**config.mk**
```make
export PLATFORM = sky130hd
export DESIGN_NAME = aofpc_top
export DESIGN_NICKNAME = d
export VERILOG_FILES = /design/src/hw/aofpc_pkg.sv /design/src/hw/aofpc_top.sv /design/src/hw/aofpc_sync.sv
export SDC_FILE = /design/constraint.sdc
export NUM_CORES = 1
export LEC_CHECK = 0
export ABC_AREA = 1
export BUFFER_PORTS_ARGS = -buffer_cell sky130_fd_sc_hd__buf_2
export CAP_MARGIN = 20
export CORE_ASPECT_RATIO = 2
export CORE_UTILIZATION = 46
export CTS_CLUSTER_SIZE = 12
export DETAILED_ROUTE_END_ITERATION = 10
export PLACE_DENSITY_LB_ADDON = 0.25
export SLEW_MARGIN = 20
export SYNTH_ARGS = -nofsm -noshare
export SYNTH_HDL_FRONTEND = slang
export SYNTH_SLANG_ARGS = --single-unit
export TNS_END_PERCENT = 100
```
**constraint.sdc**
```tcl
create_clock -name clk_i -period 1.2 [get_ports clk_i]
set_input_delay 0.12 -clock clk_i [delete_from_list [all_inputs] [get_ports clk_i]]
set_output_delay 0.12 -clock clk_i [all_outputs]
set_load 0.03 [all_outputs]
```
**src/hw/aofpc_pkg.sv**
```systemverilog
package aofpc_pkg;
  // sample code width and fixed codes
  localparam int CODE_W = 10;
  localparam logic [9:0] CODE_MID = 10'h200;
  localparam logic [9:0] CODE_MAX = 10'h3FF;
  localparam logic [9:0] CODE_MIN = 10'h000;
  // pipeline latency in sample clocks
  localparam int PIPE_LAT = 5;
  // stabilizer lock time in sample clocks
  localparam int DCS_LOCK_CYC = 100;
  // strap levels, quantised to two bits
  localparam logic [1:0] STRAP_GND = 2'h0;
  localparam logic [1:0] STRAP_THIRD = 2'h1;
  localparam logic [1:0] STRAP_TWO_THIRD = 2'h2;
  localparam logic [1:0] STRAP_VDD = 2'h3;
  // wishbone register offsets (byte addresses)
  localparam logic [3:0] REG_CTRL = 4'h0;
  localparam logic [3:0] REG_STAT = 4'h4;
  localparam logic [3:0] REG_IRQ_STAT = 4'h8;
  localparam logic [3:0] REG_IRQ_EN = 4'hC;
  localparam logic [3:0] REG_IRQ_CLR = 4'h0;
  localparam logic [3:0] REG_IRQ_CLR_HI = 4'h1;
  // reset values
  localparam logic [2:0] CTRL_RST = 3'h0;
  localparam logic [2:0] IRQ_EN_RST = 3'h0;
  // interrupt event bit positions
  localparam int EV_OVR = 0;
  localparam int EV_SLEEP = 1;
  localparam int EV_NAP = 2;
  // power modes
  typedef enum logic [1:0] {
    AOFPC_RUN = 2'b00,
    AOFPC_NAP = 2'b01,
    AOFPC_SLEEP = 2'b10
  } aofpc_mode_e;
endpackage

```
**src/hw/aofpc_top.sv**
```systemverilog
`timescale 1ns/1ps
// Function
// RULE_01 - offset binary gives 0x200 at zero input, 0x3FF at plus full scale and 0x000 at minus full scale.
// RULE_02 - twos complement is the offset binary code with its top bit inverted.
// RULE_03 - strap at ground or one third selects offset binary, two thirds or supply selects twos complement.
// RULE_04 - the stabilizer is on at the one third and two thirds strap levels and off at ground and supply.
// RULE_05 - the overrange flag is high beyond either full scale and the code then saturates.
// RULE_06 - output enable bar high puts all data outputs and the flag in high impedance.
// RULE_07 - the controller toggles output enable only in long idle periods, never at full speed.
// RULE_08 - shutdown low means normal conversion with driven outputs.
// RULE_09 - shutdown high with output enable bar high is sleep, with reference powered down.
// RULE_10 - after sleep the receiver treats data as invalid for milliseconds. The sink model waits SLEEP_WAIT = 400 cycles, 10 us at 40 MHz.
// RULE_11 - shutdown high with output enable bar low is nap, reference kept on, conversion stopped.
// RULE_12 - after nap the receiver discards about 100 samples of data.
// RULE_13 - in sleep and nap every digital output including the flag is high impedance.
// RULE_14 - with the stabilizer on the block samples on rising edges and needs about 100 cycles to lock.
// RULE_15 - code and flag update once per sample clock after a fixed latency and appear together.
module aofpc_top
  import aofpc_pkg::*;
(
  // clock and reset
  input wire logic clk_i,
  input wire logic rst_i,
  // converter core result, one per sample clock
  input wire logic [aofpc_pkg::CODE_W-1:0] core_code_i,
  input wire logic core_over_i,
  input wire logic core_under_i,
  // pins from outside
  input wire logic [1:0] mode_strap_i,
  input wire logic oe_n_i,
  input wire logic power_down_select_i,
  // parallel outputs; enable low means driven
  output logic [aofpc_pkg::CODE_W-1:0] sample_code_o,
  output logic [aofpc_pkg::CODE_W-1:0] sample_code_oe_n_o,
  output logic overrange_flag_o,
  output logic overrange_flag_oe_n_o,
  // power and stabilizer status
  output logic dcs_en_o,
  output logic dcs_locked_o,
  output logic ref_on_o,
  output logic convert_o,
  // wishbone slave
  input wire logic [3:0] wb_adr_i,
  input wire logic [31:0] wb_dat_i,
  input wire logic [3:0] wb_sel_i,
  input wire logic wb_we_i,
  input wire logic wb_cyc_i,
  input wire logic wb_stb_i,
  output logic [31:0] wb_dat_o,
  output logic wb_ack_o,
  // interrupt
  output logic irq_o
);
  import aofpc_pkg::*;

  logic [1:0] strap_s;
  logic oe_n_s;
  logic pds_s;
  aofpc_mode_e mode_q, mode_d;
  logic [CODE_W-1:0] code_pipe_q [PIPE_LAT];
  logic [CODE_W-1:0] code_pipe_d [PIPE_LAT];
  logic [PIPE_LAT-1:0] ovr_pipe_q, ovr_pipe_d;
  logic [CODE_W-1:0] sat_code;
  logic twos_sel, dcs_sel;
  logic [6:0] lock_cnt_q, lock_cnt_d;
  logic [CODE_W-1:0] code_out_q, code_out_d;
  logic ovr_out_q, ovr_out_d;
  logic hiz;
  logic [2:0] ctrl_q, ctrl_d;
  logic [2:0] ists_q, ists_d;
  logic [2:0] ien_q, ien_d;
  logic ack_q, ack_d;
  logic [31:0] rdat_q, rdat_d;
  logic [2:0] ev;
  logic wb_req;

  // pins are asynchronous to clk_i
  aofpc_sync #(.W(4)) u_sync (
    .clk_i(clk_i),
    .d_i({mode_strap_i, oe_n_i, power_down_select_i}),
    .q_o({strap_s, oe_n_s, pds_s})
  );

  // strap decode: format and stabilizer
  always_comb begin
    twos_sel = (strap_s == STRAP_TWO_THIRD) || (strap_s == STRAP_VDD); // [RULE_03]
    dcs_sel = (strap_s == STRAP_THIRD) || (strap_s == STRAP_TWO_THIRD); // [RULE_04]
  end

  // power mode from shutdown and output enable bar
  always_comb begin
    if (!pds_s) begin
      mode_d = AOFPC_RUN; // [RULE_08]
    end else if (oe_n_s) begin
      mode_d = AOFPC_SLEEP; // [RULE_09]
    end else begin
      mode_d = AOFPC_NAP; // [RULE_11]
    end
  end

  always_ff @(posedge clk_i) begin
    if (rst_i) begin
      mode_q <= AOFPC_RUN;
    end else begin
      mode_q <= mode_d;
    end
  end

  assign ref_on_o = (mode_q != AOFPC_SLEEP); // [RULE_09]
  assign convert_o = (mode_q == AOFPC_RUN); // [RULE_11]

  // stabilizer lock count; restarts whenever conversion stops
  always_comb begin
    lock_cnt_d = lock_cnt_q;
    if (!dcs_sel || !convert_o) begin
      lock_cnt_d = 7'h00;
    end else if (lock_cnt_q != 7'(DCS_LOCK_CYC)) begin
      lock_cnt_d = lock_cnt_q + 7'h01; // [RULE_14]
    end
  end

  always_ff @(posedge clk_i) begin
    if (rst_i) begin
      lock_cnt_q <= 7'h00;
    end else begin
      lock_cnt_q <= lock_cnt_d;
    end
  end

  assign dcs_en_o = dcs_sel;
  assign dcs_locked_o = dcs_sel && (lock_cnt_q == 7'(DCS_LOCK_CYC)); // [RULE_14]

  // saturate on over or under range
  always_comb begin
    if (core_over_i) begin
      sat_code = CODE_MAX; // [RULE_05]
    end else if (core_under_i) begin
      sat_code = CODE_MIN; // [RULE_05]
    end else begin
      sat_code = core_code_i; // [RULE_01]
    end
  end

  // pipeline; code and flag move together, stalled when not converting
  always_comb begin
    code_pipe_d = code_pipe_q;
    ovr_pipe_d = ovr_pipe_q;
    if (convert_o) begin
      code_pipe_d[0] = sat_code;
      ovr_pipe_d[0] = core_over_i || core_under_i; // [RULE_05]
      for (int i = 1; i < PIPE_LAT; i++) begin
        code_pipe_d[i] = code_pipe_q[i-1]; // [RULE_15]
        ovr_pipe_d[i] = ovr_pipe_q[i-1];
      end
    end
  end

  always_ff @(posedge clk_i) begin
    if (rst_i) begin
      for (int i = 0; i < PIPE_LAT; i++) begin
        code_pipe_q[i] <= CODE_MID;
      end
      ovr_pipe_q <= '0;
    end else begin
      code_pipe_q <= code_pipe_d;
      ovr_pipe_q <= ovr_pipe_d;
    end
  end

  // output format applied at the last stage so a strap change acts at once
  always_comb begin
    code_out_d = code_out_q;
    ovr_out_d = ovr_out_q;
    if (convert_o) begin
      code_out_d = code_pipe_q[PIPE_LAT-1] ^ {twos_sel, {(CODE_W-1){1'b0}}}; // [RULE_02]
      ovr_out_d = ovr_pipe_q[PIPE_LAT-1]; // [RULE_15]
    end
  end

  always_ff @(posedge clk_i) begin
    if (rst_i) begin
      code_out_q <= CODE_MID;
      ovr_out_q <= 1'b0;
    end else begin
      code_out_q <= code_out_d;
      ovr_out_q <= ovr_out_d;
    end
  end

  // high impedance on oe bar or any power down; oe enables slow, so only for idle use
  assign hiz = oe_n_s || (mode_q != AOFPC_RUN); // [RULE_06] [RULE_13] [RULE_07]
  assign sample_code_o = code_out_q;
  assign overrange_flag_o = ovr_out_q;
  assign sample_code_oe_n_o = {CODE_W{hiz}}; // [RULE_06]
  assign overrange_flag_oe_n_o = hiz; // [RULE_13]

  // interrupt events: overrange output, sleep entry, nap entry
  assign ev[EV_OVR] = convert_o && ovr_pipe_q[PIPE_LAT-1];
  assign ev[EV_SLEEP] = (mode_d == AOFPC_SLEEP) && (mode_q != AOFPC_SLEEP);
  assign ev[EV_NAP] = (mode_d == AOFPC_NAP) && (mode_q != AOFPC_NAP);

  assign wb_req = wb_cyc_i && wb_stb_i && !ack_q;

  // register file; set wins over clear
  always_comb begin
    ctrl_d = ctrl_q;
    ien_d = ien_q;
    ists_d = ists_q;
    ack_d = wb_req;
    rdat_d = 32'h0000_0000;
    if (wb_req && wb_we_i && wb_sel_i[0]) begin
      case (wb_adr_i)
        REG_CTRL: ctrl_d = wb_dat_i[2:0];
        REG_IRQ_EN: ien_d = wb_dat_i[2:0];
        REG_IRQ_STAT: ists_d = ists_q & ~wb_dat_i[2:0];
        default: ctrl_d = ctrl_q;
      endcase
    end
    ists_d = ists_d | ev;
    if (wb_req && !wb_we_i) begin
      case (wb_adr_i)
        REG_CTRL: rdat_d = {29'h0, ctrl_q};
        REG_STAT: rdat_d = {26'h0, dcs_locked_o, dcs_sel, twos_sel, hiz, mode_q};
        REG_IRQ_EN: rdat_d = {29'h0, ien_q};
        REG_IRQ_STAT: rdat_d = {29'h0, ists_q};
        default: rdat_d = 32'h0000_0000;
      endcase
    end
  end

  always_ff @(posedge clk_i) begin
    if (rst_i) begin
      ctrl_q <= CTRL_RST;
      ien_q <= IRQ_EN_RST;
      ists_q <= 3'h0;
      ack_q <= 1'b0;
      rdat_q <= 32'h0000_0000;
    end else begin
      ctrl_q <= ctrl_d;
      ien_q <= ien_d;
      ists_q <= ists_d;
      ack_q <= ack_d;
      rdat_q <= rdat_d;
    end
  end

  assign wb_ack_o = ack_q;
  assign wb_dat_o = rdat_q;
  assign irq_o = |(ists_q & ien_q & ~ctrl_q); // ctrl bits mask individual sources

  // assertions
  a_hiz_on_oe: assert property (@(posedge clk_i) disable iff (rst_i)
    oe_n_s |-> overrange_flag_oe_n_o && (&sample_code_oe_n_o)) else $error("outputs driven while oe bar high"); // [RULE_06]
  a_pd_hiz: assert property (@(posedge clk_i) disable iff (rst_i)
    pds_s |=> overrange_flag_oe_n_o) else $error("flag driven in power down"); // [RULE_13]
  a_run_drive: assert property (@(posedge clk_i) disable iff (rst_i)
    (!pds_s && !oe_n_s) |=> !overrange_flag_oe_n_o || oe_n_s) else $error("not driven in run"); // [RULE_08]
  a_sleep_ref: assert property (@(posedge clk_i) disable iff (rst_i)
    (pds_s && oe_n_s) |=> !ref_on_o) else $error("reference on in sleep"); // [RULE_09]
  a_nap_ref: assert property (@(posedge clk_i) disable iff (rst_i)
    (pds_s && !oe_n_s) |=> ref_on_o && !convert_o) else $error("nap state wrong"); // [RULE_11]
  a_twos_fmt: assert property (@(posedge clk_i) disable iff (rst_i)
    (convert_o && twos_sel) |=> sample_code_o[9] == !$past(code_pipe_q[PIPE_LAT-1][9])) else $error("msb not inverted"); // [RULE_02]
  a_dcs_map: assert property (@(posedge clk_i)
    dcs_sel == ((strap_s == STRAP_THIRD) || (strap_s == STRAP_TWO_THIRD))) else $error("stabilizer map"); // [RULE_04]
  a_ovr_sat: assert property (@(posedge clk_i) disable iff (rst_i)
    (ovr_out_q && !twos_sel) |-> (sample_code_o == CODE_MAX) || (sample_code_o == CODE_MIN)) else $error("no saturation"); // [RULE_05]
  a_lock_time: assert property (@(posedge clk_i) disable iff (rst_i)
    (dcs_sel && convert_o && lock_cnt_q == 7'h00) |-> !dcs_locked_o ##1 !dcs_locked_o) else $error("locked early"); // [RULE_14]
endmodule

```
**src/hw/aofpc_sync.sv**
```systemverilog
`timescale 1ns/1ps
module aofpc_sync #(
  parameter int W = 1
) (
  // clock
  input wire logic clk_i,
  // async level in, synced out
  input wire logic [W-1:0] d_i,
  output logic [W-1:0] q_o
);
  logic [W-1:0] s1_q;
  logic [W-1:0] s2_q;
  // two stages; first stage read only by second
  always_ff @(posedge clk_i) begin
    s1_q <= d_i;
    s2_q <= s1_q;
  end
  assign q_o = s2_q;
endmodule

```
# After elaboration in Yosys (flattened, before gate mapping)
# Cells that the tools add are included.
# totals
out_inout_bits	60
latch_bits	0
ramBits	0
word_cells	71
inputBits	61
mem_count	0
reg_bits	125
rom_bits	0
# classes
n_mul	0
eq_ne	12
add_sub_neg	1
n_reduce_logical	26
order_cmp	0
bitwise_logic	8
shift	0
div_mod_pow	0
muxes	7
# op_table
operator	n
$pmux W6 S4	1
$mux W10	2
$xor A10 B10 Y10	1
$and A3 B3 Y3	3
$logic_and A1 B1 Y1	9
$eq A4 B4 Y1 const B	2
$add A7 B1 Y7 const B	1
$eq A7 B7 Y1 const B	1
$ne A7 B7 Y1 const B	1
$eq A2 B2 Y1 const B	3
$mux W3	2
$not A3 Y3	2
$logic_or A1 B1 Y1	5
$eq A2 B1 Y1 const B	2
$eq A4 B3 Y1 const B	1
$logic_not A1 Y1	4
$logic_not A4 Y1	1
$mux W2	2
$reduce_and A2 Y1	2
$reduce_or A2 Y1	2
$or A3 B3 Y3	1
$reduce_or A3 Y1	1
$logic_not A2 Y1	1
$ne A2 B1 Y1 const B	1
3 further kinds	3

# Logic depth before layout (Yosys ltp)
# depth
ltp_word	6
ltp_mapped	8
mapped_depth_nobuf	8

# Cells and area by module
# Synthesis repeated with hierarchy kept, for this count alone.
# unflattened
cells_unflattened	500
area_unflattened_um2	3945.0
# by_module_without_submodules
mod	area_each_um2	cells_per_inst	instances	seq_area_each_um2
aofpc_top	3784.9	492	1	1821.7
aofpc_sync	160.2	8	1	160.2

# Worst setup path before layout
# OpenSTA, ideal clock, no wires.
# synth_path
path_kind	reg-to-output
from	register lock_cnt_q[0]
to	output dcs_locked_o
path_slack_ps	-262
arrival_ps	1342
t_required_ps	1080
stages_incl_launch_ff	7
cell_sequence	dfxtp_1 -> inv_1 -> ha_1 -> nand3_1 -> nor3_4 -> inv_1 -> nor2_1
# synth_via
elab_chain_len	2
# synth_lines
item	line	text
from (decl)	aofpc_top.sv:65	logic [6:0] lock_cnt_q, lock_cnt_d;
from (signal assigned)	aofpc_top.sv:126	lock_cnt_q <= lock_cnt_d;
$eq A7 B7 Y1	aofpc_top.sv:131	assign dcs_locked_o = dcs_sel && (lock_cnt_q == 7'(DCS_LOCK_CYC));
$logic_and A1 B1 Y1	aofpc_top.sv:131	
to (decl)	aofpc_top.sv:39	output logic dcs_locked_o,
# Every way passes these cells.

# Worst setup path after layout
# Ends and elaborated chain as after synthesis.

==> summary.txt <==
Status: complete, but fails checks
Failing checks: setup timing
DP Worst Slack: -62.4 ps
Placed wire-length estimate after detailed placement: 4930 um
Peak Freq: 0.675 GHz
Wire per inst: 14.4 um
Hold/Removal Path Class: in2reg
Number of synthesized flops with an enable pin: 0
Pwr Density: 1370 nW/um2
Cell variety after synth: 32
CP Data Required Time: 1080 ps
Seq cells post-synth: 99
Final instance area: 5680 um2
CTS root buffer: clkbuf_16
CP cell instances: inv_2, ha_4, nand3_4, nor3_4, inv_2, nor2_4, buf_6
Setup violators final: 84
Sequential fraction of the synthesis area: 50.4%
Largest net degree at the start of global routing: 48
Post-route DRC: 0
Area after detailed placement: 4310 um2
Via count: 3525
CTS tree: built
Global Route met2 Usage: 33.6%
Clock skew: 7.85 ps
Core ar.: 8290 um2
Worst Path Arrival: 1360 ps
Grt met1 use: 21.9%
Final Hold Viols: 0
Async set-reset flop share out of synthesis: 0%
GR Overflow Total: 0
VDD IR-drop max: 0.000829 V
Initial antenna violation count: 0
Synth area leader: dfxtp_1
Final period util: 123%
Number of cells in the finished layout apart from fillers: 701
Worst-path maximum fanout: 2
Die width: 67.4 um
Crit end category: output pin
GR peak layer: met2
Startpoint Class: flip-flop
Synth top area share: 50.4%
Fin. max-slew vios: 0
Top_reg_cell synth: dfxtp_1
Gpl congestion: 0.799
Placed cells: 650
Avg Cell Area, Syn: 7.84 um2
Most Frequent Cell on Critical Path: inv_2
First-pass GRT wire length: 13500 um
I/O Buffers: 62
CP peak stage delay: 320 ps
Leakage: 2.47 nW
N_diodes: 0
Worst skew pair latency: 340 ps
Share of layout cells above drive strength 1: 39.8%
Fin crit period: 1480 ps
Initial core utilization: 47.5%
Die Y: 133 um
First-pass DRT Iterations: 4
# clock sinks: 99
Starting DRT DRC Count: 255
# fillers: 607
Fin worst setup slack: -281 ps
Synth area leaders: dfxtp_1 50%, nor2_1 13%, o21ai_0 8.8%, buf_4 7.2%, nand2_1 3.6%
Slowest stage cell on the critical path: dfxtp_2
Mapped Area: 3940 um2
Tot Pwr: 0.00779 W
Number of global-route vias before repair: 3133
Clock buffer depth: 2
Critical setup path kind: reg2out
CTS buffer count: 9
Ys Warns: 0
Clock-pin slew on the worst setup and hold paths: 60 ps
Tot GR Track Use: 19.3%
Area grow syn2layout: 44.3%
WHS: 18.1 ps
IO Pins: 121
Die area: 8950 um2
DRT Wirelength: 10100 um
Antenna Violating Nets Remaining: 0
Met3 Usage GRT: 3.97%
Unrepaired setup endpoints after global routing: true
# rows: 47
Htree depth: 3
MaxCap Viol Count: 0
Syn Inst Count: 502
Layout Nets: 663
Vias per cell: 5.03
-- power by group --
part           internal [W]  leakage [nW]  total [W]  switching, W
registers           0.00350         0.820    0.00364      0.000145
clock network       0.00152         0.137    0.00267       0.00116
logic              0.000629          1.52    0.00147      0.000838
-- flip-flops by register name, indices dropped and copies added, names as in the netlist --
| register | count |
|---|---|
| code_pipe_q | 50 |
| ctrl_q | 3 |
| mode_q | 2 |
| ovr_pipe_q | 5 |
| lock_cnt_q | 7 |
| overrange_flag_o | 1 |
| wb_dat_o | 6 |
| wb_ack_o | 1 |
| ien_q | 3 |
| ists_q | 3 |
| u_sync.q_o | 4 |
| sample_code_o | 10 |
| u_sync.s1_q | 4 |
-- Yosys cell counts (5+ instances only) --
| library cell | n |
|---|---|
| dfxtp_1 | 99 |
| buf_4 | 38 |
| nand2_1 | 38 |
| nand3_1 | 15 |
| a21oi_1 | 16 |
| buf_2 | 12 |
| nor3_1 | 11 |
| o21ai_0 | 69 |
| nor2_1 | 139 |
| inv_1 | 25 |
| clkbuf_1 | 5 |
| nand4_1 | 6 |
-- cell families (layout without fill, tap and decap cells) --
kind of cell | after synthesis | count (layout) | synth area share [%]
buffers and inverters | 87 | 161 | 12.5
flip-flops | 99 | 99 | 50.4
XOR/XNOR | 3 | 3 | 0.668
other | 1 | 26 | 0.0953
AO/OA/AOI/OAI | 92 | 92 | 11.9
AND/OR/NAND/NOR | 216 | 218 | 23.1
adder cells (fa/ha/maj) | 4 | 4 | 1.27
-- layout make-up --
class	instances	area [um2]	share of cell area (%)
multi-input combinational	343	2020	35.5
sequential	99	2000	35.1
timing repair buffer	115	1140	20.0
clock buffer	14	264	4.65
inverter	30	131	2.31
tap	98	123	2.16
clock inverter	2	10.0	0.176
-- critical path, delay by kind of cell, from the launching register on --
kind	cells	cell delay, ps
flops	1	320
simple gates	3	290
buf+inv	3	270
fa+ha+maj	1	140
-- placed cells by master (no fill, tap or decap), types with 11 or more instances in the layout --
| cell type | n |
|---|---|
| buf_6 | 24 |
| buf_2 | 46 |
| nor2_1 | 97 |
| inv_1 | 18 |
| conb_1 | 26 |
| nand2_1 | 27 |
| dfxtp_1 | 88 |
| o21ai_0 | 54 |
| dfxtp_2 | 11 |
| nor2_2 | 31 |
| nor2_4 | 13 |
| buf_4 | 22 |
| a21oi_2 | 11 |
| clkbuf_16 | 16 |
-- layer usage --
| metal | vias to the layer above | wire length [um] |
|---|---|---|
| li1 | 1751 | - |
| met1 | 1642 | 3740 |
| met2 | 102 | 5640 |
| met3 | 30 | 357 |
| met4 | 0 | 363 |
| met5 | - | 0 |
-- stage by stage --
| step | TNS [ps] | utilization, % |
|---|---|---|
| after floorplan | -37.1 | - |
| after global placement | -23.0 | 52.0 |
| after detailed placement | -167 | 52.0 |
| after CTS | -2150 | 60.0 |
| after global routing | -9770 | 68.5 |
| final | -6500 | 68.5 |
-- worst paths after layout --
| path | cells past startpoint | startpoint | to | slack, ps |
|---|---|---|---|---|
| setup / recovery | 7 | lock_cnt_q[0] | dcs_locked_o | -280 |
| hold / removal | 3 | core_code_i[8] | code_pipe_q[48] | 20 |
| setup reg to reg | 7 | mode_q[1] | code_pipe_q[49] | -120 |
| hold reg to reg | 0 | u_sync.s1_q[1] | u_sync.q_o[1] | 320 |
-- repair_timing --
item | 4_1_cts | 5_1_grt
buffers inserted | 10 | 6
pin swaps | 6 | 16
hold buffers | 4 | 0
cloned | 2 | 13
hold endpoints to repair | 4 | 0
setup endpoints to repair | 30 | 91
resized for setup | 68 | 129
Note: power is estimated with default switching activity, not from simulation.
